--- src/flash_suspend_consts.svh ---
`ifndef FLASH_SUSPEND_CONSTS_SVH
`define FLASH_SUSPEND_CONSTS_SVH
// Register indices on the plain port
`define ADDR_CTRL_STATUS 4'h0
`define ADDR_MODE 4'h1
`define ADDR_SUSPEND 4'h2
`define ADDR_COMMAND 4'h3
`define ADDR_ID_STATUS 4'h4
`define ADDR_ID_EXPECT 4'h5
// Control/status fields
`define BIT_READY 0
`define BIT_CPU_REWRITE 1
`define BIT_BLOCK0_REWRITE 2
`define BIT_TOLERANT 1
`define BIT_SUSP_EN 0
`define BIT_ERASE_SUSP 1
`define BIT_PROG_SUSP 2
`define BIT_BUSY 3
// Command codes
`define CMD_PROGRAM 8'h40
`define CMD_ERASE 8'hD0
// Timing (ns) and cycle counts at a 10 ns clock
`define CLOCK_PERIOD_NS 10
`define SUSPEND_LATENCY_NS 200
`define SUSPEND_LATENCY_CYC ((`SUSPEND_LATENCY_NS + `CLOCK_PERIOD_NS - 1) / `CLOCK_PERIOD_NS)
`define ABORT_DELAY_NS 300
`define ABORT_DELAY_CYC ((`ABORT_DELAY_NS + `CLOCK_PERIOD_NS - 1) / `CLOCK_PERIOD_NS)
`define OP_CYCLES_DEFAULT 1000
`endif

--- src/flash_suspend_pkg.sv ---
package flash_suspend_pkg;
   typedef enum logic [2:0] {
      ST_IDLE,
      ST_RUN,
      ST_WAIT_SUS,
      ST_SUSPENDED,
      ST_ABORT
   } seq_state_e;
   typedef enum logic [1:0] {
      OP_NONE,
      OP_ERASE,
      OP_PROGRAM
   } op_kind_e;
endpackage

--- src/serial_id_check.sv ---
`timescale 1ns/100ps
`include "flash_suspend_consts.svh"
// Serial identification check: shifts in bits, compares with stored codes
module serial_id_check #(
   parameter int ID_BYTES = 7
) (
   input wire logic clock, // System clock
   input wire logic reset, // Async reset, high
   input wire logic bit_valid, // One received bit
   input wire logic bit_value, // Received bit value
   input wire logic [8*ID_BYTES-1:0] id_stored, // Codes held in flash
   output logic id_match, // Full code received and equal
   output logic id_done // Full code received
);
   localparam int NBITS = 8 * ID_BYTES;
   logic [NBITS-1:0] shift_r;
   logic [$clog2(NBITS+1)-1:0] count_r;
   generate
      if (ID_BYTES < 1) begin : g_bad_id_bytes
         $error("ID_BYTES must be positive");
      end
   endgenerate
   // Shift received bits until the whole code is in
   always_ff @(posedge clock or posedge reset) begin
      if (reset) begin
         shift_r <= '0;
         count_r <= '0;
      end else if (bit_valid && count_r != NBITS[$clog2(NBITS+1)-1:0]) begin
         shift_r <= {shift_r[NBITS-2:0], bit_value};
         count_r <= count_r + 1'b1;
      end
   end
   // Access permitted only on a full matching code
   always_ff @(posedge clock or posedge reset) begin
      if (reset) begin
         id_match <= 1'b0;
         id_done <= 1'b0;
      end else begin
         id_done <= (count_r == NBITS[$clog2(NBITS+1)-1:0]);
         id_match <= (count_r == NBITS[$clog2(NBITS+1)-1:0]) && (shift_r == id_stored);
      end
   end
endmodule

--- src/flash_rewrite_suspend_control.sv ---
`timescale 1ns/100ps
`include "flash_suspend_consts.svh"
// Function
// - Suspend only with suspend enable set; triggering interrupt enabled beforehand.
// - In tolerant mode, suspend is entered from an enabled interrupt request.
// - With suspend enabled, acknowledge comes after the suspend latency.
// - Interrupt during erase sets erase suspend request and pauses erase.
// - Clearing erase suspend request while not ready resumes the erase.
// - Interrupt during program sets program suspend request and pauses it.
// - Clearing program suspend request while not ready resumes programming.
// - Suspend disabled: maskable acknowledge waits until the operation completes.
// - Non-maskable acknowledge aborts the operation, resets flash, delays restart.
// - Serial programmer mode grants access only on matching ID codes.
// - Second serial mode: mode pin low, separate data out and in pins.
// - Third serial mode: mode pin is the bidirectional serial data line.
// - Mode pin high at reset release starts single-chip execution from flash.
module flash_rewrite_suspend_control #(
   parameter int OP_CYCLES = `OP_CYCLES_DEFAULT,
   parameter int ID_BYTES = 7
) (
   input wire logic clock, // System clock 100 MHz
   input wire logic reset, // Async reset, high
   input wire logic [3:0] reg_addr, // Register index
   input wire logic [7:0] reg_wdata, // Write data
   input wire logic reg_write, // Write strobe
   input wire logic reg_read, // Read strobe
   output logic [7:0] reg_rdata, // Read data, cycle after strobe
   input wire logic irq_request, // Maskable interrupt request level
   input wire logic irq_enabled, // Request enabled in controller
   output logic irq_ack, // Maskable acknowledge pulse
   input wire logic nmi_request, // Non-maskable request pulse
   output logic nmi_ack, // Non-maskable handling start pulse
   output logic flash_reset, // Flash core reset during abort
   input wire logic mode_pin_in, // Mode pin level
   output logic mode_pin_out, // Mode pin drive value
   output logic mode_pin_oe, // Mode pin drive enable
   input wire logic rxd_in, // Serial data in, mode 2
   output logic txd_out, // Serial data out, mode 2
   input wire logic serial_bit_strobe, // Sample strobe from pin
   input wire logic serial_mode_sel, // 0 mode 2, 1 mode 3
   input wire logic [8*ID_BYTES-1:0] id_stored, // Stored identification codes
   output logic single_chip_run, // Run from flash after reset
   output logic programmer_access // Programmer access granted
);
   localparam int SUS_CYC = `SUSPEND_LATENCY_CYC;
   localparam int ABT_CYC = `ABORT_DELAY_CYC;
   localparam int CW = $clog2(OP_CYCLES + SUS_CYC + ABT_CYC + 2);

   flash_suspend_pkg::seq_state_e state_r;
   flash_suspend_pkg::op_kind_e op_r;
   logic [CW-1:0] op_cnt_r;
   logic [CW-1:0] wait_cnt_r;
   logic cpu_rewrite_enable_r;
   logic block0_rewrite_enable_r;
   logic tolerant_mode_select_r;
   logic suspend_enable_bit_r;
   logic erase_suspend_request_r;
   logic program_suspend_request_r;
   logic irq_pending_r;
   logic [1:0] pin_sync_r;
   logic [1:0] rxd_sync_r;
   logic [1:0] strobe_sync_r;
   logic strobe_prev_r;
   logic boot_seen_r;
   logic id_match;
   logic id_done;
   logic sequencer_ready_flag;
   logic busy;
   logic resume_req;
   logic serial_bit;

   // Refuse an operation length the counter cannot serve
   generate
      if (OP_CYCLES < 1) begin : g_bad_op_cycles
         $error("OP_CYCLES must be positive");
      end
   endgenerate

   assign sequencer_ready_flag = (state_r == flash_suspend_pkg::ST_IDLE);
   assign busy = !sequencer_ready_flag;

   // Resume when software clears the request that caused suspend
   always_comb begin
      resume_req = 1'b0;
      if (reg_write && reg_addr == `ADDR_SUSPEND && state_r == flash_suspend_pkg::ST_SUSPENDED) begin
         if (op_r == flash_suspend_pkg::OP_ERASE)
            resume_req = !reg_wdata[`BIT_ERASE_SUSP];
         else
            resume_req = !reg_wdata[`BIT_PROG_SUSP];
      end
   end

   // Control bits: cleared by write 0, set by a later write 1; tolerant select sets only with CPU rewrite enabled
   always_ff @(posedge clock or posedge reset) begin
      if (reset) begin
         cpu_rewrite_enable_r <= 1'b0;
         block0_rewrite_enable_r <= 1'b0;
         tolerant_mode_select_r <= 1'b0;
         suspend_enable_bit_r <= 1'b0;
      end else if (reg_write) begin
         if (reg_addr == `ADDR_CTRL_STATUS) begin
            cpu_rewrite_enable_r <= reg_wdata[`BIT_CPU_REWRITE];
            block0_rewrite_enable_r <= reg_wdata[`BIT_BLOCK0_REWRITE];
         end else if (reg_addr == `ADDR_MODE) begin
            tolerant_mode_select_r <= reg_wdata[`BIT_TOLERANT] && cpu_rewrite_enable_r;
         end else if (reg_addr == `ADDR_SUSPEND) begin
            suspend_enable_bit_r <= reg_wdata[`BIT_SUSP_EN];
         end
      end
   end

   // Sequencer: run, suspend latency, suspended, forced abort
   always_ff @(posedge clock or posedge reset) begin
      if (reset) begin
         state_r <= flash_suspend_pkg::ST_IDLE;
         op_r <= flash_suspend_pkg::OP_NONE;
         op_cnt_r <= '0;
         wait_cnt_r <= '0;
      end else if (nmi_request && busy && state_r != flash_suspend_pkg::ST_ABORT) begin
         state_r <= flash_suspend_pkg::ST_ABORT;
         op_r <= flash_suspend_pkg::OP_NONE;
         wait_cnt_r <= '0;
      end else begin
         case (state_r)
            flash_suspend_pkg::ST_IDLE: begin
               if (reg_write && reg_addr == `ADDR_COMMAND && cpu_rewrite_enable_r) begin
                  if (reg_wdata == `CMD_ERASE) begin
                     state_r <= flash_suspend_pkg::ST_RUN;
                     op_r <= flash_suspend_pkg::OP_ERASE;
                     op_cnt_r <= '0;
                  end else if (reg_wdata == `CMD_PROGRAM) begin
                     state_r <= flash_suspend_pkg::ST_RUN;
                     op_r <= flash_suspend_pkg::OP_PROGRAM;
                     op_cnt_r <= '0;
                  end
               end
            end
            flash_suspend_pkg::ST_RUN: begin
               if (op_cnt_r == CW'(OP_CYCLES - 1)) begin
                  state_r <= flash_suspend_pkg::ST_IDLE;
                  op_r <= flash_suspend_pkg::OP_NONE;
               end else begin
                  op_cnt_r <= op_cnt_r + 1'b1;
                  if (irq_request && irq_enabled && suspend_enable_bit_r && tolerant_mode_select_r) begin
                     state_r <= flash_suspend_pkg::ST_WAIT_SUS;
                     wait_cnt_r <= '0;
                  end
               end
            end
            flash_suspend_pkg::ST_WAIT_SUS: begin
               if (wait_cnt_r == CW'(SUS_CYC - 1))
                  state_r <= flash_suspend_pkg::ST_SUSPENDED;
               else
                  wait_cnt_r <= wait_cnt_r + 1'b1;
            end
            flash_suspend_pkg::ST_SUSPENDED: begin
               if (resume_req)
                  state_r <= flash_suspend_pkg::ST_RUN;
            end
            flash_suspend_pkg::ST_ABORT: begin
               if (wait_cnt_r == CW'(ABT_CYC - 1))
                  state_r <= flash_suspend_pkg::ST_IDLE;
               else
                  wait_cnt_r <= wait_cnt_r + 1'b1;
            end
            default: state_r <= flash_suspend_pkg::ST_IDLE;
         endcase
      end
   end

   // Suspend request bits: hardware set wins over software clear
   always_ff @(posedge clock or posedge reset) begin
      if (reset) begin
         erase_suspend_request_r <= 1'b0;
         program_suspend_request_r <= 1'b0;
      end else if (state_r == flash_suspend_pkg::ST_RUN && irq_request && irq_enabled
                   && suspend_enable_bit_r && tolerant_mode_select_r && op_cnt_r != CW'(OP_CYCLES - 1)) begin
         if (op_r == flash_suspend_pkg::OP_ERASE)
            erase_suspend_request_r <= 1'b1;
         else
            program_suspend_request_r <= 1'b1;
      end else if (state_r == flash_suspend_pkg::ST_ABORT || state_r == flash_suspend_pkg::ST_IDLE) begin
         erase_suspend_request_r <= 1'b0;
         program_suspend_request_r <= 1'b0;
      end else if (reg_write && reg_addr == `ADDR_SUSPEND) begin
         if (!reg_wdata[`BIT_ERASE_SUSP])
            erase_suspend_request_r <= 1'b0;
         if (!reg_wdata[`BIT_PROG_SUSP])
            program_suspend_request_r <= 1'b0;
      end
   end

   // Maskable acknowledge: after latency, or held until completion
   always_ff @(posedge clock or posedge reset) begin
      if (reset) begin
         irq_ack <= 1'b0;
         irq_pending_r <= 1'b0;
      end else begin
         irq_ack <= 1'b0;
         if (state_r == flash_suspend_pkg::ST_WAIT_SUS && wait_cnt_r == CW'(SUS_CYC - 1)) begin
            irq_ack <= 1'b1;
            irq_pending_r <= 1'b0;
         end else if (irq_request && irq_enabled && !irq_pending_r && !irq_ack) begin
            if (sequencer_ready_flag || state_r == flash_suspend_pkg::ST_SUSPENDED)
               irq_ack <= 1'b1;
            else if (!suspend_enable_bit_r || !tolerant_mode_select_r)
               irq_pending_r <= 1'b1;
         end else if (irq_pending_r && sequencer_ready_flag) begin
            irq_ack <= 1'b1;
            irq_pending_r <= 1'b0;
         end
      end
   end

   // Abort outputs: flash reset during delay, handling starts at its end
   always_ff @(posedge clock or posedge reset) begin
      if (reset) begin
         flash_reset <= 1'b0;
         nmi_ack <= 1'b0;
      end else begin
         flash_reset <= (state_r == flash_suspend_pkg::ST_ABORT);
         nmi_ack <= (state_r == flash_suspend_pkg::ST_ABORT) && (wait_cnt_r == CW'(ABT_CYC - 1));
      end
   end

   // Mode pin synchroniser keeps running through reset, so the boot sample sees the settled pin
   always_ff @(posedge clock) begin
      pin_sync_r <= {pin_sync_r[0], mode_pin_in};
   end

   // Serial pin synchronisers
   always_ff @(posedge clock or posedge reset) begin
      if (reset) begin
         rxd_sync_r <= 2'h3;
         strobe_sync_r <= 2'h0;
         strobe_prev_r <= 1'b0;
      end else begin
         rxd_sync_r <= {rxd_sync_r[0], rxd_in};
         strobe_sync_r <= {strobe_sync_r[0], serial_bit_strobe};
         strobe_prev_r <= strobe_sync_r[1];
      end
   end

   // Mode pin sampled after reset release picks single-chip or programmer
   always_ff @(posedge clock or posedge reset) begin
      if (reset) begin
         boot_seen_r <= 1'b0;
         single_chip_run <= 1'b0;
      end else if (!boot_seen_r) begin
         boot_seen_r <= 1'b1;
         single_chip_run <= pin_sync_r[1];
      end
   end

   // Serial data source: separate pin in mode 2, mode pin in mode 3
   assign serial_bit = serial_mode_sel ? pin_sync_r[1] : rxd_sync_r[1];

   serial_id_check #(
      .ID_BYTES(ID_BYTES)
   ) u_id (
      .clock(clock),
      .reset(reset),
      .bit_valid(strobe_sync_r[1] && !strobe_prev_r && boot_seen_r && !single_chip_run),
      .bit_value(serial_bit),
      .id_stored(id_stored),
      .id_match(id_match),
      .id_done(id_done)
   );

   // Answer pins: mode 3 answers on the mode pin, mode 2 on the output pin
   always_ff @(posedge clock or posedge reset) begin
      if (reset) begin
         mode_pin_out <= 1'b1;
         mode_pin_oe <= 1'b0;
         txd_out <= 1'b1;
         programmer_access <= 1'b0;
      end else begin
         programmer_access <= id_match && !single_chip_run;
         mode_pin_oe <= serial_mode_sel && id_done && !single_chip_run;
         mode_pin_out <= id_match;
         txd_out <= serial_mode_sel ? 1'b1 : id_match;
      end
   end

   // Register read data, one cycle after strobe
   always_ff @(posedge clock or posedge reset) begin
      if (reset) begin
         reg_rdata <= 8'h00;
      end else if (reg_read) begin
         if (reg_addr == `ADDR_CTRL_STATUS)
            reg_rdata <= {5'h00, block0_rewrite_enable_r, cpu_rewrite_enable_r, sequencer_ready_flag};
         else if (reg_addr == `ADDR_MODE)
            reg_rdata <= {6'h00, tolerant_mode_select_r, 1'b0};
         else if (reg_addr == `ADDR_SUSPEND)
            reg_rdata <= {4'h0, busy, program_suspend_request_r, erase_suspend_request_r, suspend_enable_bit_r};
         else if (reg_addr == `ADDR_ID_STATUS)
            reg_rdata <= {5'h00, single_chip_run, id_done, id_match};
         else
            reg_rdata <= 8'h00;
      end else begin
         reg_rdata <= 8'h00;
      end
   end

   // Checks
   chk_suspend_needs_enable: assert property (@(posedge clock) disable iff (reset)
      $rose(erase_suspend_request_r) |-> $past(suspend_enable_bit_r))
      else $error("suspend without enable");
   chk_erase_sets_request: assert property (@(posedge clock) disable iff (reset)
      (state_r == flash_suspend_pkg::ST_WAIT_SUS && op_r == flash_suspend_pkg::OP_ERASE) |-> erase_suspend_request_r)
      else $error("erase suspend request not set");
   chk_prog_sets_request: assert property (@(posedge clock) disable iff (reset)
      (state_r == flash_suspend_pkg::ST_WAIT_SUS && op_r == flash_suspend_pkg::OP_PROGRAM) |-> program_suspend_request_r)
      else $error("program suspend request not set");
   chk_ack_latency: assert property (@(posedge clock) disable iff (reset)
      $rose(state_r == flash_suspend_pkg::ST_WAIT_SUS) && !nmi_request |-> ##20 irq_ack)
      else $error("acknowledge not at suspend latency");
   chk_no_early_ack: assert property (@(posedge clock) disable iff (reset)
      state_r == flash_suspend_pkg::ST_WAIT_SUS |-> !irq_ack)
      else $error("acknowledge inside suspend latency");
   chk_held_while_busy: assert property (@(posedge clock) disable iff (reset)
      irq_pending_r && busy |=> !irq_ack)
      else $error("held interrupt acknowledged early");
   chk_resume_erase: assert property (@(posedge clock) disable iff (reset)
      resume_req && !nmi_request |=> state_r == flash_suspend_pkg::ST_RUN)
      else $error("no resume after clear");
   chk_abort_reset: assert property (@(posedge clock) disable iff (reset)
      nmi_request && busy && state_r != flash_suspend_pkg::ST_ABORT |=> ##1 flash_reset)
      else $error("abort did not reset flash");
   chk_access_on_match: assert property (@(posedge clock) disable iff (reset)
      programmer_access |-> $past(id_match))
      else $error("access without match");
   cov_erase_suspend: cover property (@(posedge clock) disable iff (reset)
      state_r == flash_suspend_pkg::ST_SUSPENDED && op_r == flash_suspend_pkg::OP_ERASE);
   cov_abort: cover property (@(posedge clock) disable iff (reset) nmi_ack);
   cov_pending: cover property (@(posedge clock) disable iff (reset) $fell(irq_pending_r));
endmodule

--- config.mk ---
export PLATFORM = sky130hd
export DESIGN_NAME = flash_rewrite_suspend_control
export DESIGN_NICKNAME = d
export VERILOG_FILES = /design/src/flash_suspend_pkg.sv /design/src/serial_id_check.sv /design/src/flash_rewrite_suspend_control.sv
export VERILOG_INCLUDE_DIRS = /design/src /design/src/src
export SDC_FILE = /design/constraint.sdc
export NUM_CORES = 1
export LEC_CHECK = 0
export ABC_AREA = 1
export BUFFER_PORTS_ARGS = -buffer_cell sky130_fd_sc_hd__buf_2
export CORE_MARGIN = 4
export CORE_UTILIZATION = 45
export CTS_CLUSTER_DIAMETER = 120
export DETAILED_ROUTE_END_ITERATION = 10
export PLACE_DENSITY_LB_ADDON = 0.08
export SYNTH_ARGS = -nofsm -noshare
export SYNTH_HDL_FRONTEND = slang
export SYNTH_SLANG_ARGS = --single-unit
--- constraint.sdc ---
create_clock -name clock -period 3.69 [get_ports clock]
set_input_delay 0.369 -clock clock [delete_from_list [all_inputs] [get_ports clock]]
set_output_delay 0.369 -clock clock [all_outputs]
set_load 0.05 [all_outputs]
**Word-level counts from Yosys, hierarchy flattened**

Index checks and enable logic that the tools add are counted.
Widths: inputs -> output; s select.

- Register bits after elaboration: 122
- Input bits: 79
- Output and inout port bits: 16
- Word-level logic and storage cells: 186

- Add/subtract/negate cells: 3
- Eq/ne operators: 39
- Multiplexer cells: 55
- Bitwise logic cells: 3
- Reduce and logical (&&, ||, !) cells: 57

Operators by type and width:

| operator | number |
|---|---|
| $mux 11 | 9 |
| $eq 56x56->1 | 1 |
| $pmux 11 s3 | 1 |
| $mux 3 | 10 |
| $logic_and 1x1->1 | 28 |
| $ne 3x3->1 const B | 8 |
| $mux 1 | 23 |
| $add 11x1->11 const B | 2 |
| $eq 11x5->1 const B | 2 |
| $pmux 11 s2 | 1 |
| $pmux 3 s5 | 1 |
| $mux 4 | 3 |
| $ne 3x1->1 const B | 4 |
| $reduce_and 3->1 | 4 |
| $eq 11x10->1 const B | 1 |
| $ne 11x10->1 const B | 1 |
| $mux 2 | 5 |
| $reduce_and 5->1 | 2 |
| $logic_not 1->1 | 9 |
| $ne 3x2->1 const B | 3 |
| $reduce_bool 3->1 | 3 |
| $eq 4x2->1 const B | 2 |
| $eq 8x7->1 const B | 1 |
| $eq 8x8->1 const B | 1 |
| 24 further kinds | 32 |

**Longest topological paths before layout**

Gate-level depths: netlist of run 1.

- Depth in word-level cells: 8
- Depth in mapped cells: 12
- Depth with buffers taken out: 10

**By module**

From an unflattened synthesis of run 1, not the netlist that was laid out.

- Cell total of the unflattened synthesis: 805
- Area total of the unflattened synthesis: 6,303.5 µm²

By module, submodules not included:

| module | instances | cells an instance | area each (µm²) | sequential area each (µm²) |
|---|---|---|---|---|
| serial_id_check | 1 | 377 | 3,261.9 | 1,601.5 |
| flash_rewrite_suspend_control | 1 | 428 | 3,041.7 | 1,346.3 |

**Least setup slack after synthesis of run 1**

No wires, ideal clock.

- Path type: register -> register
- From: register single_chip_run
- To: register u_id.shift_r[22]
- Setup time: 126 ps
- Arrival time: 1,489 ps
- Data required time: 3,564 ps
- Setup slack: 2,075 ps
- Stages on the path, launching flop included: 7
- Path buffers: 2
- Clock period less this slack: 1,615 ps
- Path through: dfrtp_1 > nor2_1 > and3_1 > nand2_1 > buf_2 > buf_2 > o21ai_0

- Cells in the longest elaborated chain, start to end: 3

RTL lines:

| item | line | RTL |
|---|---|---|
| start: declaration | flash_rewrite_suspend_control.sv:42 | `output logic single_chip_run,` |
| start signal: assignment | flash_rewrite_suspend_control.sv:251 | `single_chip_run <= pin_sync_r[1];` |
| $logic_not 1->1 | flash_rewrite_suspend_control.sv:263 | `.bit_valid(strobe_sync_r[1] && !strobe_prev_r && boot_seen_r && !single_chip_run),` |
| $logic_and 1x1->1 | flash_rewrite_suspend_control.sv:263 |  |
| $logic_and 1x1->1 | serial_id_check.sv:28 | `end else if (bit_valid && count_r != NBITS[$clog2(NBITS+1)-1:0]) begin` |
| end signal: assignment | serial_id_check.sv:29 | `shift_r <= {shift_r[NBITS-2:0], bit_value};` |
| end: declaration | serial_id_check.sv:16 | `logic [NBITS-1:0] shift_r;` |

Every way passes these cells.
A chain may end at the register's enable or synchronous reset.

**Worst setup path after layout of run 1**

- From: register u_id.count_r[0]
- To: register u_id.count_r[2]

- Cells in the longest elaborated chain, start to end: 2

RTL lines:

| item | line | RTL |
|---|---|---|
| start: declaration | serial_id_check.sv:17 | `logic [$clog2(NBITS+1)-1:0] count_r;` |
| start signal: assignment | serial_id_check.sv:30 | `count_r <= count_r + 1'b1;` |
| parallel branches: the longest is 2 deep, another holds $add 6x1->6 | n/a |  |

Several ways; the timed one is not identified.

==> results of run 1 <==
per-stage QoR:
| stage | total power, mW | instance area (um2) | std cells |
|---|---|---|---|
| 2_1_floorplan | 2.14 | 6290 | 837 |
| 3_3_place_gp | 2.33 | 6890 | 1087 |
| 3_5_place_dp | 2.36 | 6890 | 1087 |
| 4_1_cts | 4.17 | 7530 | 1119 |
| 5_1_grt | 4.36 | 7530 | 1119 |
| 6_report | 4.12 | 7530 | 1119 |
cell type report:
cell class              instances  area, um2
flip-flops and latches        118       2950
well taps                     176        220
inverters                     123        464
multi-input cells             576       2780
repair buffers                 94        480
clock buffers                  19        443
clock inverters                13        198
fillers                      1267       5920
cell families after synthesis:
| group | Yosys count | synth area share |
|---|---|---|
| adder cells (fa/ha/maj) | 5 | 0.00996 |
| AND/OR/NAND/NOR | 411 | 0.275 |
| XOR/XNOR | 45 | 0.0627 |
| other | 2 | 0.00120 |
| AO/OA/AOI/OAI | 110 | 0.0916 |
| buffers and inverters | 143 | 0.0906 |
| flip-flops | 118 | 0.469 |
layout by cell type, fill, tap and decap left out, types with 3 or more instances in the layout:
cell       count
nand4_1       12
dfrtp_1      112
inv_2          5
buf_4          4
dfstp_2        4
nand3_1       43
o211ai_1       3
nand3b_1       4
ha_1           5
bufinv_16      4
conb_1         5
clkinv_4       6
o21ai_0       91
nand2_1      260
nor3_1         8
o21ai_1        7
xnor2_1       35
nor2_1        69
clkbuf_16     17
inv_1        117
xor2_1        10
a21oi_1        3
nand2_2        4
buf_2         90
report_power, final:
part | total [mW] | switching [mW] | internal [mW]
logic | 0.814 | 0.566 | 0.249
clock network | 1.79 | 0.628 | 1.16
registers | 1.52 | 0.114 | 1.41
total | 4.12 | 1.31 | 2.81
state kept, by name, indices dropped and copies added, names as in the netlist, 2 cells and up:
register and flops:
op_cnt_r 11, pin_sync_r 2, strobe_sync_r 2, wait_cnt_r 11, u_id.count_r 6, op_r 2
reg_rdata 4, state_r 3, rxd_sync_r 2, u_id.shift_r 56
worst reg2reg max path, delay by kind of cell, from the launching register on:
family | cells | cell delay, ns
fa+ha+maj | 1 | 0.22
buf+inv | 2 | 0.69
flops | 1 | 0.36
simple gates | 3 | 0.38
xor+xnor | 1 | 0.16
per-layer routing:
layer  share of wire  vias to the layer above  routed length [um]
met5               0                        -                   0
met1            0.43                     2543                6680
met2            0.49                      138                7520
met3           0.047                       28                 717
met4           0.030                        0                 455
li1                -                     2792                   -
worst min path at each step:
stage	startpoint	to	slack, ns	cells past startpoint
after floorplan	pin_sync_r[0]$_DFF_P_	pin_sync_r[1]$_DFF_P_	0.31	0
after global placement	pin_sync_r[0]$_DFF_P_	pin_sync_r[1]$_DFF_P_	0.31	0
after detailed placement	pin_sync_r[0]$_DFF_P_	pin_sync_r[1]$_DFF_P_	0.34	0
after CTS	mode_pin_in	pin_sync_r[0]$_DFF_P_	0.03	1
after global routing	rxd_in	rxd_sync_r[0]$_DFF_PP1_	0.03	1
final	mode_pin_in	pin_sync_r[0]$_DFF_P_	0.05	1
==> qor.txt, run 1 <==
Synth async-reset ratio = 0.983
CP required = 3.99 ns
Max Cap Viol = 0
DRC Markers = 0
drt via density = 4.92
CTS tree = done
Resize count post-CTS = 0
worst setup path startpoint = u_id.count_r[0]$_DFFE_PP0P_
#FFs+latches synth = 118
Max-slew headroom = 0.462
Critical Path End Type = flop
Synth top cells by count = 261 x nand2_1, 118 x inv_1, 112 x dfrtp_1
GPL Wtd Cong = 0.899
floorplan core area = 13500 um2
M1 GR Usage = 0.246
Ports = 95
Routed WL = 15400 um
Mapped Cells = 834
hold_ws = 0.0528 ns
RSZ-0062 raised after global routing = false
r2r worst-path depth = 7
setup TNS = 0 ns
reg2reg end = u_id.count_r[2]$_DFFE_PP0P_
Leak = 3.78 nW
FF-to-FF Start = u_id.count_r[0]$_DFFE_PP0P_
Top FF cell, synth = dfrtp_1
yosys warns = 0
post-detail-place hpwl = 11200 um
GR Util met3 = 0.0542
crit path capture = u_id.count_r[2]$_DFFE_PP0P_
library cells used by synthesis = 38
num rows = 42
CP top delay family = buffers and inverters
first-pass GRT wire length = 25700 um
first drt pass iteration count = 5
average wire per standard cell = 13.7 um
Setup crit start kind = flop
cell taking the most area after synthesis = dfrtp_1
H-tree depth = 4
share of layout cells above drive strength 1 = 0.158
Starting Density = 0.467
root buffer cell = clkbuf_16
busiest grt layer = met2
Clock transition at path regs = 0.06 ns
clock tree sinks = 118
cts bufs inserted = 17
total die area = 15900 um2
hold buffer count at CTS = 0
Worst Path Max Fanout = 53
EDFF count, synth = 0
Synth top area share = 0.446
Crit path buffers/inverters = 2
sequential share of the synthesized area = 0.469
Die Span X = 126 um
clk_lat worst skew = 0.42 ns
most numerous cell in the Yosys netlist = nand2_1
Cell Pwr Density = 547 nW/um2
Die H = 126 um
Max clock buf depth = 2
fin util = 0.560
Hold Fails Final Rpt = 0
initial antenna violation count = 0
buffers added on ports = 90
synthesized area = 6280 um2
Worst VDD drop = 0.338 mV
min cycle time layout = 1.91 ns
Crit path arrival time = 2.22 ns
Setup Viol. Count Final = 0
vias in the first global route = 5429
Place WS = 1.80 ns
routed via count = 5501
top cells by area, synth = dfrtp_1 45%, nand2_1 16%, o21ai_0 7.3%
Worst Setup Slack, final = 1.78 ns
Antenna Nets Post-Route = 0
CP max stage delay = 0.58 ns
Critical Path Stages = 7
Worst Tran Pin Value = 0.806 ns
Max Slew Vio Count = 0
Synth Area per Inst = 7.53 um2
Layout area overhead = 19.9%
cell breakdown of the critical path = inv_1 -> ha_1 -> nand4_1 -> nand2_2 -> inv_2 -> nand2_1 -> xnor2_1
period utilisation layout = 0.519
gr usage total = 0.201
Worst Setup Path Type = flop to flop
M2 GR Usage = 0.335
Setup Buffers After CTS = 0
Hold Path Class = input port to flop
largest net degree at the start of global routing = 69
1st-iter DRT viols = 348
reg-to-reg slack, setup = 1.78 ns
clock skew = 0.00908 ns
status = finished clean
achievable frequency = 0.522 GHz
Layout Nets = 1014
number of diodes = 0
final global-route overflow total = 0
Worst path slowest cell = inv_2
Power figures use the tool's default switching activity.
==> inputs of run 2 (changes only) <==
clock period = 1.69 ns   (was 3.69 ns; I/O delays follow)
==> qor.txt, run 2 (synthesized netlist as in run 1, its figures left out) <==
Antenna Nets Post-Route = 0 (unchanged)
Clock transition at path regs = 0.06 ns (about the same)
max reg flops = 56 (unchanged)
Critical Path End Type = flop (unchanged)
number of diodes = 0 (unchanged)
CP top delay family = simple AND/OR/NAND/NOR gates (was buffers and inverters)
initial antenna violation count = 0 (unchanged)
floorplan core area = 13500 um2 (unchanged)
Crit path buffers/inverters = 1 (was 2)
H-tree depth = 4 (unchanged)
reg2reg end = op_cnt_r[1]$_DFFE_PP0P_ (was u_id.count_r[2]$_DFFE_PP0P_)
Starting Density = 0.467 (unchanged)
clk_lat worst skew = 0.42 ns (about the same)
Worst Setup Path Type = flop to flop (unchanged)
total die area = 15900 um2 (unchanged)
gr usage total = 0.196 (was 0.201)
Max Cap Viol = 0 (unchanged)
cts bufs inserted = 17 (unchanged)
first-pass GRT wire length = 25200 um (was 25700 um)
Leak = 3.88 nW (was 3.78 nW)
first drt pass iteration count = 5 (unchanged)
num rows = 42 (unchanged)
CTS tree = done (unchanged)
1st-iter DRT viols = 368 (was 348)
Max Slew Vio Count = 0 (unchanged)
cell breakdown of the critical path = nor2_2 -> inv_2 -> nand2_4 -> nand2_1 -> nor2_2 -> nand2_1 -> nor2_4 -> nand3_1 -> nand2_1 (was inv_1 -> ha_1 -> nand4_1 -> nand2_2 -> inv_2 -> nand2_1 -> xnor2_1)
RSZ-0062 raised after global routing = false (unchanged)
status = finished clean (unchanged)
Hold Fails Final Rpt = 0 (unchanged)
Critical Path Stages = 9 (was 7)
Setup crit start kind = flop (unchanged)
CP max stage delay = 0.48 ns (was 0.58 ns)
achievable frequency = 0.632 GHz (was 0.522 GHz)
average wire per standard cell = 13.4 um (was 13.7 um)
final global-route overflow total = 0 (unchanged)
DRC Markers = 0 (unchanged)
root buffer cell = clkbuf_16 (unchanged)
Crit path arrival time = 1.94 ns (was 2.22 ns)
Worst Path Max Fanout = 8 (was 53)
Max clock buf depth = 2 (unchanged)
Die H = 126 um (unchanged)
min cycle time layout = 1.58 ns (was 1.91 ns)
Largest regs = u_id.shift_r: 56 flops, op_cnt_r: 11 flops, wait_cnt_r: 11 flops (unchanged)
vias in the first global route = 5442 (was 5429)
Top reg by flops = u_id.shift_r (unchanged)
Ports = 95 (unchanged)
Worst Tran Pin Value = 0.609 ns (was 0.806 ns)
FF-to-FF Start = state_r[1]$_DFFE_PP0P_ (was u_id.count_r[0]$_DFFE_PP0P_)
period utilisation layout = 0.937 (was 0.519)
buffers added on ports = 90 (unchanged)
most used cell, CP = nand2_1
Worst path slowest cell = dfrtp_2 (was inv_2)
Hold Path Class = input port to flop (unchanged)
post-detail-place hpwl = 11100 um (was 11200 um)
routed via count = 5586 (was 5501)
Setup Viol. Count Final = 0 (unchanged)
most frequent cells in the layout = 259 x nand2_1, 117 x inv_1, 111 x dfrtp_1, 91 x o21ai_0, 90 x buf_2 (was 260 x nand2_1, 117 x inv_1, 112 x dfrtp_1, 91 x o21ai_0, 90 x buf_2)
clock skew = 0.00837 ns (was 0.00908 ns)
Layout Nets = 1033 (was 1014)
clock tree sinks = 118 (unchanged)
Die Span X = 126 um (unchanged)
Total Power = 9.00 mW (was 4.12 mW)
Max-slew headroom = 0.594 (was 0.462)
r2r worst-path depth = 9 (was 7)
worst setup path startpoint = state_r[1]$_DFFE_PP0P_ (was u_id.count_r[0]$_DFFE_PP0P_)
reg-to-reg slack, setup = 0.11 ns (was 1.78 ns)
Routed WL = 15300 um (was 15400 um)
Cell Pwr Density = 1160 nW/um2 (was 547 nW/um2)
crit path capture = op_cnt_r[1]$_DFFE_PP0P_ (was u_id.count_r[2]$_DFFE_PP0P_)
setup TNS = 0 ns (unchanged)
largest net degree at the start of global routing = 115 (was 69)
Layout area overhead = 23.7% (was 19.9%)
Worst VDD drop = 0.752 mV (was 0.338 mV)
share of layout cells above drive strength 1 = 0.175 (was 0.158)
commonest non-fill, non-tap cell in the layout = nand2_1 (unchanged)
GPL Wtd Cong = 0.868 (was 0.899)
drt via density = 4.91 (was 4.92)
CP required = 2.04 ns (was 3.99 ns)
==> run 2: cell types whose count changed in the layout (fill, tap and decap cells not counted), sizes merged <==
cell,change
clkinv,-1
clkinvlp,+2
dlygate4sd3,+6
bufinv,-1
clkbuf,+1
buf,+12
==> run 2: worst register-to-register path, delay by kind of cell (launching register included) <==
family	cells	cell delay, ns
flops	1	0.48
simple gates	8	0.96
buf+inv	1	0.09
==> run 2: layout make-up <==
cell class,count,area (um2)
Fill cell,1277,5680
Sequential cell,118,2950
Multi-Input combinational cell,576,2820
Timing Repair Buffer,113,706
Inverter,123,465
Clock buffer,19,443
Tap cell,176,220
Clock inverter,13,171
==> run 2: per-stage QoR <==
stage	setup slack [ns]	instances	hold WS [ns]	instance area, um2	utilization
floorplan	0.0754	837	0.173	6300	-
global placement	0.0726	1096	0.0548	7000	0.520
detailed placement	0.0309	1096	0.0576	7000	0.520
CTS	0.00233	1134	0.0163	7670	0.570
global route	0.00331	1138	0.0582	7770	0.578
finish	0.107	1138	0.0301	7770	0.578
==> run 2: where the power goes <==
part           switching [mW]  leakage, nW  internal, mW  total [mW]
sequential              0.232         1.58          3.07        3.31
clock                    1.37        0.295          2.38        3.74
combinational            1.29         2.00         0.664        1.96
==> run 2: worst min path at each step <==
stage / from / end / depth (start not counted)
after floorplan: rxd_in / rxd_sync_r[0]$_DFF_PP1_ / 0
after global placement: reset / strobe_sync_r[0]$_DFF_PP0_ / 2
after detailed placement: reset / strobe_sync_r[0]$_DFF_PP0_ / 2
after CTS: reg_wdata[2] / program_suspend_request_r$_DFFE_PP0P_ / 3
after global routing: reg_wdata[2] / program_suspend_request_r$_DFFE_PP0P_ / 3
final: reg_wdata[2] / program_suspend_request_r$_DFFE_PP0P_ / 3
==> run 2: what timing repair did <==
item                                   CTS  global route
setup endpoints to repair                0            62
endpoints found under the hold margin   11             0
buffers inserted                         0             3
gates resized for setup                  0            10
hold buffers                             6             0
==> run 2: layer usage <==
layer  track usage  routed length [um]
met4        0.0631                 248
met2         0.331                7620
met5             0                   0
met3        0.0525                 755
met1         0.245                6680
==> inputs of run 3 (changes only) <==
CORE_MARGIN = 3   (was 4)
CORE_UTILIZATION = 30   (was 45)
PLACE_DENSITY_LB_ADDON = default   (was 0.08)
==> qor.txt, run 3 (synthesized netlist as in run 1, its figures left out) <==
status = finished clean (unchanged)
Antenna Nets Post-Route = 0 (unchanged)
root buffer cell = clkbuf_16 (unchanged)
initial antenna violation count = 1 (was 0)
1st-iter DRT viols = 311 (was 368)
min cycle time layout = 1.56 ns (was 1.58 ns)
clk_lat worst skew = 0.42 ns (about the same)
fin util = 0.386 (was 0.578)
Worst Setup Path Type = flop to flop (unchanged)
Critical Path End Type = flop (unchanged)
worst hold path startpoint = reg_wdata[2] (unchanged)
Filler Cells Inserted = 2153 (was 1277)
cell breakdown of the critical path = buf_12 -> nor3_4 -> nand4_1 -> nand2_4 -> nand2_1 -> nand2_1 (was nor2_2 -> inv_2 -> nand2_4 -> nand2_1 -> nor2_2 -> nand2_1 -> nor2_4 -> nand3_1 -> nand2_1)
buffers added on ports = 90 (unchanged)
CP top delay family = simple AND/OR/NAND/NOR gates (unchanged)
Placed Cells incl. Taps = 1197 (was 1096)
Die Span X = 151 um (was 126 um)
FF-to-FF Start = state_r[1]$_DFFE_PP0P_ (unchanged)
sequential power share = 0.365 (was 0.367)
Comb power frac = 0.226 (was 0.217)
Worst path slowest cell = dfrtp_2 (unchanged)
average wire per standard cell = 12.6 um (was 13.4 um)
max reg flops = 56 (unchanged)
first drt pass iteration count = 5 (unchanged)
period utilisation layout = 0.924 (was 0.937)
CP required = 2.04 ns (about the same)
Hold Fails Final Rpt = 0 (unchanged)
Clock transition at path regs = 0.06 ns (about the same)
Total Power = 9.01 mW (was 9.00 mW)
Setup crit start kind = flop (unchanged)
Die H = 151 um (was 126 um)
DRC Markers = 0 (unchanged)
most used cell, CP = nand2_1 (unchanged)
Worst VDD drop = 0.580 mV (was 0.752 mV)
drt via density = 4.43 (was 4.91)
Max Slew Vio Count = 0 (unchanged)
Max-slew headroom = 0.562 (was 0.594)
CTS tree = done (unchanged)
achievable frequency = 0.641 GHz (was 0.632 GHz)
clock skew = 0.0126 ns (was 0.00837 ns)
Hold Path Class = input port to flop (unchanged)
Layout Nets = 1038 (was 1033)
share of layout cells above drive strength 1 = 0.180 (was 0.175)
Layout area overhead = 25.6% (was 23.7%)
first-pass GRT wire length = 25900 um (was 25200 um)
post-detail-place hpwl = 11500 um (was 11100 um)
fin cells = 1237 (was 1138)
Power Internal = 6.02 mW (was 6.11 mW)
commonest non-fill, non-tap cell in the layout = nand2_1 (unchanged)
switching power = 2.99 mW (was 2.89 mW)
Ports = 95 (unchanged)
clock tree sinks = 118 (unchanged)
Top reg by flops = u_id.shift_r (unchanged)
cts bufs inserted = 17 (unchanged)
Max clock buf depth = 2 (unchanged)
number of diodes = 0 (unchanged)
sw frac = 0.332 (was 0.321)
most frequent cells in the layout = 260 x nand2_1, 117 x inv_1, 111 x dfrtp_1, 91 x o21ai_0, 90 x buf_2 (was 259 x nand2_1, 117 x inv_1, 111 x dfrtp_1, 91 x o21ai_0, 90 x buf_2)
Worst Path Max Fanout = 11 (was 8)
floorplan core area = 20400 um2 (was 13500 um2)
Largest regs = u_id.shift_r: 56 flops, op_cnt_r: 11 flops, wait_cnt_r: 11 flops (unchanged)
clock power share = 0.410 (was 0.415)
GPL Wtd Cong = 0.853 (was 0.868)
Routed WL = 15600 um (was 15300 um)
final global-route overflow total = 0 (unchanged)
Crit path buffers/inverters = 1 (unchanged)
num rows = 52 (was 42)
Worst Tran Pin Value = 0.657 ns (was 0.609 ns)
largest net degree at the start of global routing = 117 (was 115)
gr usage total = 0.145 (was 0.196)
routed via count = 5485 (was 5586)
Leak = 3.89 nW (was 3.88 nW)
total die area = 22700 um2 (was 15900 um2)
Max Cap Viol = 0 (unchanged)
Setup Viol. Count Final = 0 (unchanged)
Crit path arrival time = 1.91 ns (was 1.94 ns)
Cell Pwr Density = 1140 nW/um2 (was 1160 nW/um2)
worst setup path startpoint = state_r[1]$_DFFE_PP0P_ (unchanged)
H-tree depth = 4 (unchanged)
Starting Density = 0.307 (was 0.467)
CP max stage delay = 0.44 ns (was 0.48 ns)
vias in the first global route = 5311 (was 5442)
## run 3: final timing paths
| check | to | slack [ns] | cells past startpoint |
|---|---|---|---|
| worst max-delay path | wait_cnt_r[8]$_DFFE_PP0P_ | 0.13 | 6 |
| worst min-delay path | program_suspend_request_r$_DFFE_PP0P_ | 0.03 | 3 |
| worst max register to register | wait_cnt_r[8]$_DFFE_PP0P_ | 0.13 | 6 |
| worst min register to register | pin_sync_r[1]$_DFF_P_ | 0.33 | 0 |
| max in group asynchronous | u_id.shift_r[15]$_DFFE_PP0P_ | 0.71 | 4 |
| min in group asynchronous | reg_rdata[0]$_DFF_PP0_ | 0.48 | 4 |
## run 3: cell type report
class,count,area (um2),share of cell area
timing repair buffer,118,713,0.0904
sequential,118,2950,0.374
tap,270,338,0.0428
clock inverter,14,161,0.0205
multi-input combinational,576,2820,0.358
clock buffer,18,439,0.0557
inverter,123,465,0.0590
## run 3: repair_timing
item | CTS | global route
hold buffers | 6 | 0
buffers inserted | 0 | 2
endpoints found under the setup margin | 0 | 25
endpoints found under the hold margin | 118 | 0
resized for setup | 0 | 11
## run 3: power by group through the flow
| stage | Sequential [mW] | Combinational, mW | Clock (mW) |
|---|---|---|---|
| final | 3.29 | 2.03 | 3.69 |
| after global routing | 3.32 | 2.33 | 3.93 |
| after CTS | 3.29 | 1.94 | 3.78 |
| after detailed placement | 3.33 | 1.92 | 0 |
| after global placement | 3.33 | 1.89 | 0 |
| after floorplan | 3.39 | 1.28 | 0 |
## run 3: metal layers
metal  wire, um  track usage  up-vias
li1           -            -     2834
met1       7070        0.186     2536
met2       7610        0.243       99
met3        757       0.0403       14
met4        153       0.0349        2
met5         13            0        -
## run 3: worst reg2reg max path, cell delays in order (launching register included)
cell     delay (ns)
dfrtp_2        0.44
buf_12         0.14
nor3_4         0.29
nand4_1        0.28
nand2_4        0.22
nand2_1        0.07
nand2_1        0.06
## run 3: stage by stage
step	TNS [ns]	setup WS (ns)	hold slack (ns)	instance area [um2]
after floorplan	0	0.0754	0.173	6300
after global placement	0	0.139	0.275	7150
after detailed placement	0	0.0871	0.278	7150
after CTS	0	0.0750	0.0178	7820
after global routing	-0.00201	-0.00201	0.0438	7890
final	0	0.129	0.0339	7890
